**config.mk**
```make
export PLATFORM = sky130hd
export DESIGN_NAME = sscmd_top
export DESIGN_NICKNAME = d
export VERILOG_FILES = /design/src/hdl/sscmd_pkg.sv /design/src/hdl/sscmd_top.sv /design/src/hdl/sscmd_wcheck.sv
export SDC_FILE = /design/constraint.sdc
export NUM_CORES = 2
export LEC_CHECK = 0
export BUFFER_PORTS_ARGS = -buffer_cell sky130_fd_sc_hd__buf_2
export CAP_MARGIN = 10
export CORE_MARGIN = 8
export CORE_UTILIZATION = 61
export CTS_CLUSTER_DIAMETER = 120
export DETAILED_ROUTE_END_ITERATION = 12
export HOLD_SLACK_MARGIN = 0.08
export PLACE_DENSITY = 0.82
export SLEW_MARGIN = 10
export SYNTH_ARGS = -nofsm -noshare
export SYNTH_HDL_FRONTEND = slang
export SYNTH_SLANG_ARGS = --single-unit
```
**constraint.sdc**
```tcl
create_clock -name ref_clk_i -period 9 [get_ports ref_clk_i]
set_input_delay 0.9 -clock ref_clk_i [delete_from_list [all_inputs] [get_ports ref_clk_i]]
set_output_delay 0.9 -clock ref_clk_i [all_outputs]
set_load 0.01 [all_outputs]
```
**src/hdl/sscmd_pkg.sv**
```systemverilog
// Constants shared by the servo station command handler and its write-header checker.
// Assumes byte addresses on a 32-bit AHB-Lite bus and command codes in two hex characters.
// How it works
// - Acceleration write to points 01..0F, 0..20000.
// - Deceleration write to points 01..0F, 0..20000.
// - Dwell write to points 01..0F, 0..20000.
// - Auxiliary write to points 01..0F, 0 or 1.
// - Group write, number 00, value a..f.
// - Decimal data needs point position; hex uses 0.
// - Status read returns value plus processing information.
// - Clear with key 1EA5 zeroes cumulative feedback.
// - Parameter read for numbers 00..35 hex.
// - Reply carries read enable from parameter 19.
// - Parameter write selects parameter by data number.
// - Point code 0 none, 1..5 lower digits.
// - Mode 0 stores nonvolatile, mode 3 RAM only.
// - Input device read, data number 00.
// - Input bits one per device, bit 0 servo-on.
package sscmd_pkg;
  localparam logic [7:0]  OFS_CMD      = 8'h00;
  localparam logic [7:0]  OFS_WDATA    = 8'h04;
  localparam logic [7:0]  OFS_CTRL     = 8'h08;
  localparam logic [7:0]  OFS_STATUS   = 8'h0C;
  localparam logic [7:0]  OFS_RDATA    = 8'h10;
  localparam logic [7:0]  OFS_RINFO    = 8'h14;
  localparam logic [7:0]  OFS_GROUP    = 8'h18;
  localparam logic [7:0]  OFS_NONE     = 8'hFF;

  localparam logic [7:0]  CMD_STAT_RD  = 8'h01;
  localparam logic [7:0]  CMD_PAR_RD   = 8'h05;
  localparam logic [7:0]  CMD_IN_RD    = 8'h12;
  localparam logic [7:0]  CMD_STAT_CLR = 8'h81;
  localparam logic [7:0]  CMD_PAR_WR   = 8'h84;
  localparam logic [7:0]  CMD_GROUP_WR = 8'h9F;
  localparam logic [7:0]  CMD_PT_ACC   = 8'hC7;
  localparam logic [7:0]  CMD_PT_DEC   = 8'hC8;
  localparam logic [7:0]  CMD_PT_DWELL = 8'hCA;
  localparam logic [7:0]  CMD_PT_AUX   = 8'hCB;

  localparam logic [7:0]  DNUM_ZERO    = 8'h00;
  localparam logic [7:0]  DNUM_PT_MIN  = 8'h01;
  localparam logic [7:0]  ITEM_CUM_FB  = 8'h80;
  localparam logic [15:0] CLEAR_KEY    = 16'h1EA5;
  localparam logic [31:0] TIME_MAX     = 32'h0000_4E20;
  localparam logic [31:0] AUX_MAX      = 32'h0000_0001;
  localparam logic [7:0]  GROUP_MIN    = 8'h61;
  localparam logic [7:0]  GROUP_MAX    = 8'h66;
  localparam logic [7:0]  GROUP_RESET  = 8'h00;
  localparam logic [5:0]  PAR_INHIBIT  = 6'h13;
  localparam int          INH_WR_BIT   = 0;
  localparam int          INH_RD_BIT   = 1;

  localparam int          DP_MSB       = 31;
  localparam int          DP_LSB       = 28;
  localparam int          MODE_MSB     = 27;
  localparam int          MODE_LSB     = 24;
  localparam int          VAL_MSB      = 23;
  localparam logic [3:0]  DP_NONE      = 4'h0;
  localparam logic [3:0]  DP_MAX       = 4'h5;
  localparam logic [3:0]  MODE_EEP     = 4'h0;
  localparam logic [3:0]  MODE_RAM     = 4'h3;
  localparam logic        DISP_DEC     = 1'b0;
  localparam logic        DISP_HEX     = 1'b1;

  localparam int          CTRL_GO      = 0;
  localparam int          ST_BUSY      = 0;
  localparam int          ST_DONE      = 1;
  localparam int          ST_ERR       = 2;
  localparam int          RI_DISP      = 0;
  localparam int          RI_DP_LSB    = 4;
  localparam int          RI_DP_MSB    = 6;
  localparam int          RI_RDEN      = 8;
  localparam logic [2:0]  HSIZE_WORD   = 3'h2;
  localparam logic        HRESP_OKAY   = 1'b0;

  typedef enum logic [0:0] {
    SSCMD_IDLE = 1'b0,
    SSCMD_EXEC = 1'b1
  } sscmd_state_t;
endpackage

```
**src/hdl/sscmd_top.sv**
```systemverilog
// Servo station command handler: AHB-Lite register front end and one-cycle command execution.
// Assumes a single AHB-Lite master doing word transfers, with all inputs synchronous to ref_clk_i.
`timescale 1ns/1ps
module sscmd_top #(
  parameter int unsigned  NUM_POINTS     = 15,
  parameter int unsigned  NUM_PARAMS     = 54,
  parameter logic [63:0]  PARAM_HEX_MASK = 64'h0,
  parameter logic [23:0]  PARAM_RESET    = 24'h0
) (
  input  wire logic        ref_clk_i,
  input  wire logic        resetn_i,
  input  wire logic        hsel_i,
  input  wire logic [31:0] haddr_i,
  input  wire logic [1:0]  htrans_i,
  input  wire logic        hwrite_i,
  input  wire logic [2:0]  hsize_i,
  input  wire logic [31:0] hwdata_i,
  input  wire logic        hready_i,
  input  wire logic [31:0] in_dev_i,
  input  wire logic        fb_pulse_i,
  input  wire logic        fb_dir_i,
  output logic [31:0]      hrdata_o,
  output logic             hreadyout_o,
  output logic             hresp_o,
  output logic [7:0]       group_o
);
  if (NUM_POINTS < 1 || NUM_POINTS > 15) begin : g_chk_points
    $error("NUM_POINTS must lie in 1 to 15");
  end
  if (NUM_PARAMS <= 19 || NUM_PARAMS > 64) begin : g_chk_params
    $error("NUM_PARAMS must lie in 20 to 64");
  end

  localparam logic [7:0] PT_LAST  = 8'(NUM_POINTS);
  localparam logic [7:0] PAR_LAST = 8'(NUM_PARAMS - 1);

  typedef struct packed {
    sscmd_pkg::sscmd_state_t fsm;
    logic [7:0]              cmd;
    logic [7:0]              dnum;
    logic [31:0]             wdata;
    logic                    done;
    logic                    err;
    logic [31:0]             rdata;
    logic                    disp;
    logic [2:0]              dp;
    logic                    rden;
    logic [7:0]              group;
    logic [7:0]              last_item;
    logic [31:0]             cum_fb;
    logic                    ph_valid;
    logic                    ph_write;
    logic [7:0]              ph_addr;
    logic [31:0]             hrdata;
    logic                    hready;
    logic                    hresp;
  } sscmd_regs_t;

  sscmd_regs_t r;
  sscmd_regs_t next_r;

  // Point table and parameter storage; the second parameter copy stands for the nonvolatile store.
  logic [15:0] acc_mem   [1:NUM_POINTS];
  logic [15:0] dec_mem   [1:NUM_POINTS];
  logic [15:0] dwell_mem [1:NUM_POINTS];
  logic        aux_mem   [1:NUM_POINTS];
  logic [26:0] par_ram   [0:NUM_PARAMS-1];
  logic [26:0] par_eep   [0:NUM_PARAMS-1];

  logic        acc_we;
  logic        dec_we;
  logic        dwell_we;
  logic        aux_we;
  logic        par_we;
  logic        eep_we;
  logic        clr_fb;
  logic [3:0]  pt_idx;
  logic [5:0]  par_idx;
  logic [26:0] par_word;
  logic        par_hex;
  logic        chk_ok;
  logic        chk_ram_only;
  logic        pt_ok;
  logic        par_ok;
  logic        par_rd_en;
  logic        par_wr_en;
  logic        take;
  logic [31:0] fb_base;

  function automatic logic [7:0] ofs_of(input logic [31:0] a);
    logic [7:0] o;
    o = sscmd_pkg::OFS_NONE;
    if (a[31:8] == 24'h0 && a[1:0] == 2'h0) begin
      o = a[7:0];
    end
    return o;
  endfunction

  function automatic logic [31:0] rd_mux(input logic [7:0] ofs, input sscmd_regs_t s);
    logic [31:0] v;
    v = 32'h0;
    case (ofs)
      sscmd_pkg::OFS_CMD: begin
        v = {16'h0, s.dnum, s.cmd};
      end
      sscmd_pkg::OFS_WDATA: begin
        v = s.wdata;
      end
      sscmd_pkg::OFS_STATUS: begin
        v[sscmd_pkg::ST_BUSY] = (s.fsm == sscmd_pkg::SSCMD_EXEC);
        v[sscmd_pkg::ST_DONE] = s.done;
        v[sscmd_pkg::ST_ERR]  = s.err;
      end
      sscmd_pkg::OFS_RDATA: begin
        v = s.rdata;
      end
      sscmd_pkg::OFS_RINFO: begin
        v[sscmd_pkg::RI_DISP]                         = s.disp;
        v[sscmd_pkg::RI_DP_MSB:sscmd_pkg::RI_DP_LSB] = s.dp;
        v[sscmd_pkg::RI_RDEN]                         = s.rden;
      end
      sscmd_pkg::OFS_GROUP: begin
        v = {24'h0, s.group};
      end
      default: begin
        v = 32'h0;
      end
    endcase
    return v;
  endfunction

  assign pt_idx   = r.dnum[3:0];
  assign par_idx  = r.dnum[5:0];
  assign par_hex  = PARAM_HEX_MASK[par_idx];
  assign pt_ok    = (r.dnum >= sscmd_pkg::DNUM_PT_MIN) && (r.dnum <= PT_LAST);
  assign par_ok   = (r.dnum <= PAR_LAST);
  assign take     = hsel_i && hready_i && htrans_i[1];

  sscmd_wcheck u_wcheck (
    .wdata_i    (r.wdata),
    .is_hex_i   (par_hex),
    .ok_o       (chk_ok),
    .ram_only_o (chk_ram_only),
    .word_o     (par_word)
  );

  // The inhibit parameter itself stays reachable, otherwise a set inhibit could never be undone.
  always_comb begin
    par_rd_en = 1'b1;
    par_wr_en = 1'b1;
    if (par_idx != sscmd_pkg::PAR_INHIBIT) begin
      par_rd_en = !par_ram[sscmd_pkg::PAR_INHIBIT][sscmd_pkg::INH_RD_BIT];
      par_wr_en = !par_ram[sscmd_pkg::PAR_INHIBIT][sscmd_pkg::INH_WR_BIT];
    end
  end

  always_comb begin
    next_r   = r;
    acc_we   = 1'b0;
    dec_we   = 1'b0;
    dwell_we = 1'b0;
    aux_we   = 1'b0;
    par_we   = 1'b0;
    eep_we   = 1'b0;
    clr_fb   = 1'b0;

    // Zero-wait slave: read data is fetched in the address phase so it leaves a flip-flop.
    next_r.hready   = 1'b1;
    next_r.hresp    = sscmd_pkg::HRESP_OKAY;
    next_r.ph_valid = take && (hsize_i == sscmd_pkg::HSIZE_WORD);
    next_r.ph_write = hwrite_i;
    next_r.ph_addr  = ofs_of(haddr_i);
    if (take && !hwrite_i) begin
      next_r.hrdata = (hsize_i == sscmd_pkg::HSIZE_WORD) ? rd_mux(ofs_of(haddr_i), r) : 32'h0;
    end

    if (r.ph_valid && r.ph_write) begin
      case (r.ph_addr)
        sscmd_pkg::OFS_CMD: begin
          next_r.cmd  = hwdata_i[7:0];
          next_r.dnum = hwdata_i[15:8];
        end
        sscmd_pkg::OFS_WDATA: begin
          next_r.wdata = hwdata_i;
        end
        sscmd_pkg::OFS_CTRL: begin
          if (hwdata_i[sscmd_pkg::CTRL_GO] && r.fsm == sscmd_pkg::SSCMD_IDLE) begin
            next_r.fsm  = sscmd_pkg::SSCMD_EXEC;
            next_r.done = 1'b0;
            next_r.err  = 1'b0;
          end
        end
        default: begin
        end
      endcase
    end

    case (r.fsm)
      sscmd_pkg::SSCMD_EXEC: begin
        next_r.fsm  = sscmd_pkg::SSCMD_IDLE;
        next_r.done = 1'b1;
        case (r.cmd)
          sscmd_pkg::CMD_STAT_RD: begin
            if (r.dnum == sscmd_pkg::ITEM_CUM_FB) begin
              next_r.rdata     = r.cum_fb;
              next_r.disp      = sscmd_pkg::DISP_DEC;
              next_r.dp        = 3'h0;
              next_r.rden      = 1'b1;
              next_r.last_item = r.dnum;
            end else begin
              next_r.err = 1'b1;
            end
          end
          sscmd_pkg::CMD_STAT_CLR: begin
            if (r.dnum == sscmd_pkg::DNUM_ZERO && r.wdata[15:0] == sscmd_pkg::CLEAR_KEY
                && r.last_item == sscmd_pkg::ITEM_CUM_FB) begin
              clr_fb = 1'b1;
            end else begin
              next_r.err = 1'b1;
            end
          end
          sscmd_pkg::CMD_PAR_RD: begin
            if (par_ok) begin
              next_r.rden  = par_rd_en;
              next_r.rdata = par_rd_en ? {8'h0, par_ram[par_idx][23:0]} : 32'h0;
              next_r.dp    = par_ram[par_idx][26:24];
              next_r.disp  = par_hex ? sscmd_pkg::DISP_HEX : sscmd_pkg::DISP_DEC;
            end else begin
              next_r.err = 1'b1;
            end
          end
          sscmd_pkg::CMD_PAR_WR: begin
            if (par_ok && chk_ok && par_wr_en) begin
              par_we = 1'b1;
              eep_we = !chk_ram_only;
            end else begin
              next_r.err = 1'b1;
            end
          end
          sscmd_pkg::CMD_IN_RD: begin
            if (r.dnum == sscmd_pkg::DNUM_ZERO) begin
              next_r.rdata = in_dev_i;
              next_r.disp  = sscmd_pkg::DISP_HEX;
              next_r.dp    = 3'h0;
              next_r.rden  = 1'b1;
            end else begin
              next_r.err = 1'b1;
            end
          end
          sscmd_pkg::CMD_GROUP_WR: begin
            if (r.dnum == sscmd_pkg::DNUM_ZERO && r.wdata[31:8] == 24'h0
                && r.wdata[7:0] >= sscmd_pkg::GROUP_MIN && r.wdata[7:0] <= sscmd_pkg::GROUP_MAX) begin
              next_r.group = r.wdata[7:0];
            end else begin
              next_r.err = 1'b1;
            end
          end
          sscmd_pkg::CMD_PT_ACC: begin
            acc_we     = pt_ok && (r.wdata <= sscmd_pkg::TIME_MAX);
            next_r.err = !acc_we;
          end
          sscmd_pkg::CMD_PT_DEC: begin
            dec_we     = pt_ok && (r.wdata <= sscmd_pkg::TIME_MAX);
            next_r.err = !dec_we;
          end
          sscmd_pkg::CMD_PT_DWELL: begin
            dwell_we   = pt_ok && (r.wdata <= sscmd_pkg::TIME_MAX);
            next_r.err = !dwell_we;
          end
          sscmd_pkg::CMD_PT_AUX: begin
            aux_we     = pt_ok && (r.wdata <= sscmd_pkg::AUX_MAX);
            next_r.err = !aux_we;
          end
          default: begin
            next_r.err = 1'b1;
          end
        endcase
      end
      default: begin
      end
    endcase

    // A pulse in the clearing cycle is counted after the clear so it is not lost.
    fb_base = clr_fb ? 32'h0 : r.cum_fb;
    if (fb_pulse_i) begin
      next_r.cum_fb = fb_dir_i ? fb_base - 32'h1 : fb_base + 32'h1;
    end else begin
      next_r.cum_fb = fb_base;
    end
  end

  always_ff @(posedge ref_clk_i or negedge resetn_i) begin
    if (!resetn_i) begin
      r           <= '0;
      r.fsm       <= sscmd_pkg::SSCMD_IDLE;
      r.group     <= sscmd_pkg::GROUP_RESET;
      r.hready    <= 1'b1;
      r.hresp     <= sscmd_pkg::HRESP_OKAY;
    end else begin
      r <= next_r;
    end
  end

  always_ff @(posedge ref_clk_i or negedge resetn_i) begin
    if (!resetn_i) begin
      for (int i = 1; i <= NUM_POINTS; i++) begin
        acc_mem[i]   <= 16'h0;
        dec_mem[i]   <= 16'h0;
        dwell_mem[i] <= 16'h0;
        aux_mem[i]   <= 1'b0;
      end
      for (int j = 0; j < NUM_PARAMS; j++) begin
        par_ram[j] <= {3'h0, PARAM_RESET};
        par_eep[j] <= {3'h0, PARAM_RESET};
      end
    end else begin
      if (acc_we) begin
        acc_mem[pt_idx] <= r.wdata[15:0];
      end
      if (dec_we) begin
        dec_mem[pt_idx] <= r.wdata[15:0];
      end
      if (dwell_we) begin
        dwell_mem[pt_idx] <= r.wdata[15:0];
      end
      if (aux_we) begin
        aux_mem[pt_idx] <= r.wdata[0];
      end
      if (par_we) begin
        par_ram[par_idx] <= par_word;
      end
      if (eep_we) begin
        par_eep[par_idx] <= par_word;
      end
    end
  end

  assign hrdata_o    = r.hrdata;
  assign hreadyout_o = r.hready;
  assign hresp_o     = r.hresp;
  assign group_o     = r.group;
endmodule

```
**src/hdl/sscmd_wcheck.sv**
```systemverilog
// Checks the header of a parameter write word: point position and write mode.
// Assumes the word is held stable by the caller while it is examined.
`timescale 1ns/1ps
module sscmd_wcheck (
  input  wire logic [31:0] wdata_i,
  input  wire logic        is_hex_i,
  output logic             ok_o,
  output logic             ram_only_o,
  output logic [26:0]      word_o
);
  logic [3:0] dp;
  logic [3:0] mode;

  always_comb begin
    dp   = wdata_i[sscmd_pkg::DP_MSB:sscmd_pkg::DP_LSB];
    mode = wdata_i[sscmd_pkg::MODE_MSB:sscmd_pkg::MODE_LSB];
    ok_o = 1'b1;
    if (dp > sscmd_pkg::DP_MAX) begin
      ok_o = 1'b0;
    end
    // Decimal data without a point position cannot be stored; hex data must carry zero.
    if (!is_hex_i && dp == sscmd_pkg::DP_NONE) begin
      ok_o = 1'b0;
    end
    if (is_hex_i && dp != sscmd_pkg::DP_NONE) begin
      ok_o = 1'b0;
    end
    if (mode != sscmd_pkg::MODE_EEP && mode != sscmd_pkg::MODE_RAM) begin
      ok_o = 1'b0;
    end
    ram_only_o = (mode == sscmd_pkg::MODE_RAM);
    word_o     = {dp[2:0], wdata_i[sscmd_pkg::VAL_MSB:0]};
  end
endmodule
```
Word level (Yosys, flattened, before mapping)

Memories as Yosys holds them, arrays and structs flattened.
Cells that the tools add are included.

Flip-flop bits (word level): 1636
ROM bits: 64
Bits of input ports: 108
Output and inout bits: 42
Logic and storage cells: 218
Memories: 1

Memory list:

| name             | depth | width | rd ports | clocked after Yosys merged registers in | wr ports | line             | source |
|---|---|---|---|---|---|---|---|
| (name not given) | 64    | 1     | 1        | 0                                       | 0        | sscmd_top.sv:134 | `assign par_hex = PARAM_HEX_MASK[par_idx];` |

Add/subtract/negate cells: 2
Magnitude comparators: 11
Equal/unequal tests: 26
Multiplexer cells: 58
Bitwise gates (word level): 2
Reductions and logical operators: 47

Operators by type and width:

| operator                                              | number |
|---|---|
| bitwise mux 1458 bit                                  | 1 |
| binary-select mux 27 bit (select 6 bit)               | 1 |
| demux 27 bit (select 6 bit)                           | 1 |
| two-way mux 32 bit                                    | 5 |
| two-way mux 37 bit                                    | 3 |
| case mux 37 bit (3 select lines)                      | 1 |
| two-way mux 27 bit                                    | 3 |
| == test 8 bit, second input constant                  | 9 |
| case mux 23 bit (3 select lines)                      | 1 |
| two-way mux 55 bit                                    | 1 |
| two-way mux 51 bit                                    | 1 |
| zero test 24 bit                                      | 2 |
| two-way mux 8 bit                                     | 6 |
| adder 32 x 1 -> 32 bit, second input constant         | 1 |
| == test 8 x 5 -> 1 bit, second input constant         | 4 |
| <= comparator 32 x 1 -> 1 bit, second input constant  | 1 |
| <= comparator 32 x 15 -> 1 bit, second input constant | 1 |
| subtractor 32 x 1 -> 32 bit, second input constant    | 1 |
| == test 8 x 3 -> 1 bit, second input constant         | 3 |
| zero test 8 bit                                       | 3 |
| two-way mux 24 bit                                    | 1 |
| two-way mux 1 bit                                     | 23 |
| logical AND 1 bit                                     | 21 |
| == test 16 x 13 -> 1 bit, second input constant       | 1 |
| other kinds (34)                                      | 51 |

Logic depth before layout (Yosys ltp)

Depth after elaboration: 12
Mapped depth: 18

By module

From an unflattened synthesis, not the netlist that was laid out.

Cell total of the unflattened synthesis: 5102
Area total of the unflattened synthesis: 76457.1 µm²

By module, submodules not included:

| module       | instances | cells each | area each (µm²) |
|---|---|---|---|
| sscmd_top    | 1         | 5068       | 76191.8 |
| sscmd_wcheck | 1         | 34         | 265.3 |

Worst setup path after synthesis

No wires, ideal clock.

Path kind: reg2reg
From: register r[132] (netlist name)
To: register r[74] (netlist name)
Data arrival time: 4510 ps
Data required time: 8913 ps
Setup slack: 4404 ps
Cell stages (with the launch flop): 17
Clock period less this slack: 4596 ps
Path through: dfrtp_1 or3_1 or3_4 nor4_4 clkbuf_1 nor2b_1 fa_1 a21o_1 a21oi_1 o21a_1 nor3_1 or4_1 and3_1 o31ai_1 o21ai_1 a2111o_1 o211ai_1

RTL lines:

| item                   | line             | source |
|---|---|---|
| start, declared        | sscmd_top.sv:59  | `sscmd_regs_t r;` |
| start signal, assigned | sscmd_top.sv:300 | `r <= next_r;` |

==> flow_metrics.tcl <==
set metrics [dict create \
    status "completed" \
    ys_ff_latch 1636 \
    path_max_fanout 55 \
    clkTransAtPathRegs_ps 60 \
    grt_pass1_vias 47700 \
    slew_headroom 0.1058 \
    ctsHoldBuffers 0 \
    yosys.area.top_type "dfrtp_1" \
    drt-pass1-iter-count 8 \
    utilization 0.6736 \
    synth_top_area_share 0.5389 \
    die_h_um 368.9 \
    switchingPower_mw 3.625 \
    syn_inst 5026 \
    synthArstFlopShare 1.000 \
    period_needed_ps 5869 \
    core-area_mm2 0.1236 \
    comb_power_share 0.078 \
    netlist_area_mm2 0.07597 \
    setup_slack_ps 3131 \
    finalNonFillerCells 6720 \
    cp.arrival_ps 6570 \
    initial_core_util 0.6144 \
    globalRouteOverflowTotal 0 \
    placed_cells 6426 \
    p_int_mw 11.97 \
    fin_area_mm2 0.08328 \
    cts.sinks 1636 \
    synth_edf_count 0 \
    cts_tree "done" \
    report.final.hold_viol_count 0 \
    track_usage 0.2833 \
    synth.avg_cell_area_um2 15.11 \
    powerDensity_mw_per_mm2 187.2 \
    antenna_found_initial 11 \
    crit_required_ps 9700 \
    tns_ps 0 \
    seqPwrFrac 0.481 \
    synthToLayoutAreaGrowth_pct 9.625 \
    final-seq-area_mm2 0.04099 \
    clock_path_buffers 3 \
    place_hpwl_um 108800 \
    multi_input_area_mm2 0.03298 \
    rsz0062_at_grt "no" \
    final_nets 5087 \
    setup_viol 0 \
    layout_common_cells "1604 x dfrtp_1, 1545 x mux2_2, 435 x mux4_2" \
    fin_hold_ws_ps 139.0 \
    die_x_um 368.9 \
    grt_pass1_wl_um 295600 \
    cts-resized-gates 0 \
    hold_class "in2async" \
    synthDistinctLibCells 68 \
    place_ws_ps 3250 \
    power.total_mw 15.59 \
    vdd_drop_max_v 0.0001938 \
    tightest_slew_ps 1341 \
    start_kind "register" \
    ys_seq_area_frac 0.5389 \
    row_count 129 \
    grt_max_degree 185 \
    routed_wl_um 192600 \
    critPathSlowestCell "dfrtp_4" \
    drive_gt1_frac 0.5079 \
    ys.flop_type "dfrtp_1" \
    wire_per_inst_um 28.66 \
    max_clock_freq_ghz 0.1704 \
    slew_viol_final 0 \
    clkPwrFrac 0.441 \
    root_buffer "clkbuf_16" \
    pin_count 150 \
    nFillCells 8130 \
    worstSetupPathType "reg2reg" \
    skew_ps 27.75 \
    io_buffers 146 \
    dr_total_vias 44820 \
    place_congestion 0.9172 \
    sw_frac_of_total 0.2325 \
    cts_made_buffers 157 \
    synth_area_leaders "dfrtp_1 54%, mux2_2 23%, mux4_2 13%" \
    ant_nets 0 \
    finalCritPeriodShare 0.6522 \
    place_area_mm2 0.07787 \
    cts_max_level 4 \
    cp-end-kind "register" \
    syn-num-nets 5165 \
    leakage_nw 39.54 \
    drc_errors 0 \
    die_area_mm2 0.1361 \
    dr.first_iter.drc_count 4445 \
    crit_chain "nor4_1 > nand4_1 > nor4_4 > buf_4 > and2b_1 > fa_1 > a21o_1 > a21oi_1 > o21a_1 > nor3_1 > or4_1 > and3_1 > o31ai_1 > o21ai_1 > a2111o_1 > o211ai_1" \
    final_common_cell "dfrtp_1" \
    max_stage_delay_ps 820 \
    cap_violations 0 \
    postCtsSetupRepairBufs 0 \
    ys_warn_count 0 \
    clock_latency_ps 790 \
    vias_per_cell 6.669 \
]
==> cells in the mapped netlist (6+ instances only) <==
cell type	n
buf_1	45
mux2_2	1545
nor2_2	14
or3_1	12
and2_1	11
xnor2_1	18
xor2_1	12
o22ai_1	29
a22oi_1	43
mux2i_1	39
nor3b_1	9
a21o_1	18
nor2_1	64
nor2b_1	41
o211ai_1	6
dfrtp_1	1636
nand3b_1	9
inv_1	44
nand2_1	151
ha_1	30
and3_1	15
buf_4	42
nand2b_1	14
clkbuf_1	325
nand3_1	22
a21oi_1	49
nor4_1	15
mux4_2	435
a222oi_1	29
mux2_1	17
nand4_1	13
o31ai_1	8
o21ai_0	111
buf_2	78
nor3_1	14
==> power by group through the flow <==
| stage | clock, mW | sequential [mW] | combinational, mW |
|---|---|---|---|
| after floorplan | 0 | 7.61 | 0.823 |
| after global placement | 0 | 7.63 | 1.17 |
| after detailed placement | 0 | 7.63 | 1.20 |
| after CTS | 6.93 | 7.50 | 1.21 |
| after global routing | 7.22 | 7.50 | 1.35 |
| final | 6.87 | 7.50 | 1.22 |
==> metal layers <==
| layer | part of all wire | vias up | track usage | wire [um] |
|---|---|---|---|---|
| met4 | 0.045 | 2 | 0.1203 | 8705 |
| met2 | 0.49 | 1639 | 0.4565 | 93490 |
| met3 | 0.070 | 461 | 0.05413 | 13400 |
| li1 | - | 18510 | - | - |
| met5 | 0.000042 | - | 0 | 8 |
| met1 | 0.40 | 24210 | 0.3807 | 76990 |
==> worst paths after layout <==
path	start	to	slack, ps	depth (start not counted)
worst max-delay path	par_idx[1]	r[74]	3130	16
worst min-delay path	resetn_i	par_ram[414]	140	1
max in group asynchronous	resetn_i	r[160]	6630	3
worst max register to register	par_idx[1]	r[74]	3130	16
worst min register to register	r[83]	r[83]	480	1
min in group ref_clk_i	hwrite_i	r[42]	290	1
==> state kept, by name, summed over array words and instances, names as in the netlist <==
signal,cells
group_o,8
hrdata_o,32
par_idx,6
par_ram,1458
r,132
==> logic make-up (layout without fill, tap and decap cells) <==
family,after synthesis,count (layout),share of synthesized area
multiplexers,2037,2037,0.3658
flip-flops,1636,1636,0.5389
buffers and inverters,535,583,0.02980
AND/OR/NAND/NOR,431,431,0.02917
AO/OA/AOI/OAI,324,324,0.02751
adder cells (fa/ha/maj),31,31,0.005205
XOR/XNOR,30,30,0.003459
other,2,11,0.00009886
==> critical path: cells and delay by family (launching register included) <==
family | cells | cell delay [ps]
flip-flops | 1 | 820
adder cells (fa/ha/maj) | 1 | 430
buffers and inverters | 1 | 430
AO/OA/AOI/OAI | 7 | 1720
AND/OR/NAND/NOR | 7 | 2330
==> cell type report <==
| cell class | count | share of cell area |
|---|---|---|
| antenna | 9 | 0.0002704 |
| clock buffer | 243 | 0.05802 |
| clock inverter | 42 | 0.006641 |
| inverter | 45 | 0.002118 |
| multi-input combinational | 2855 | 0.3960 |
| sequential | 1636 | 0.4922 |
| tap | 1637 | 0.02460 |
| timing repair buffer | 253 | 0.02010 |
Power figures use the tool's default switching activity.
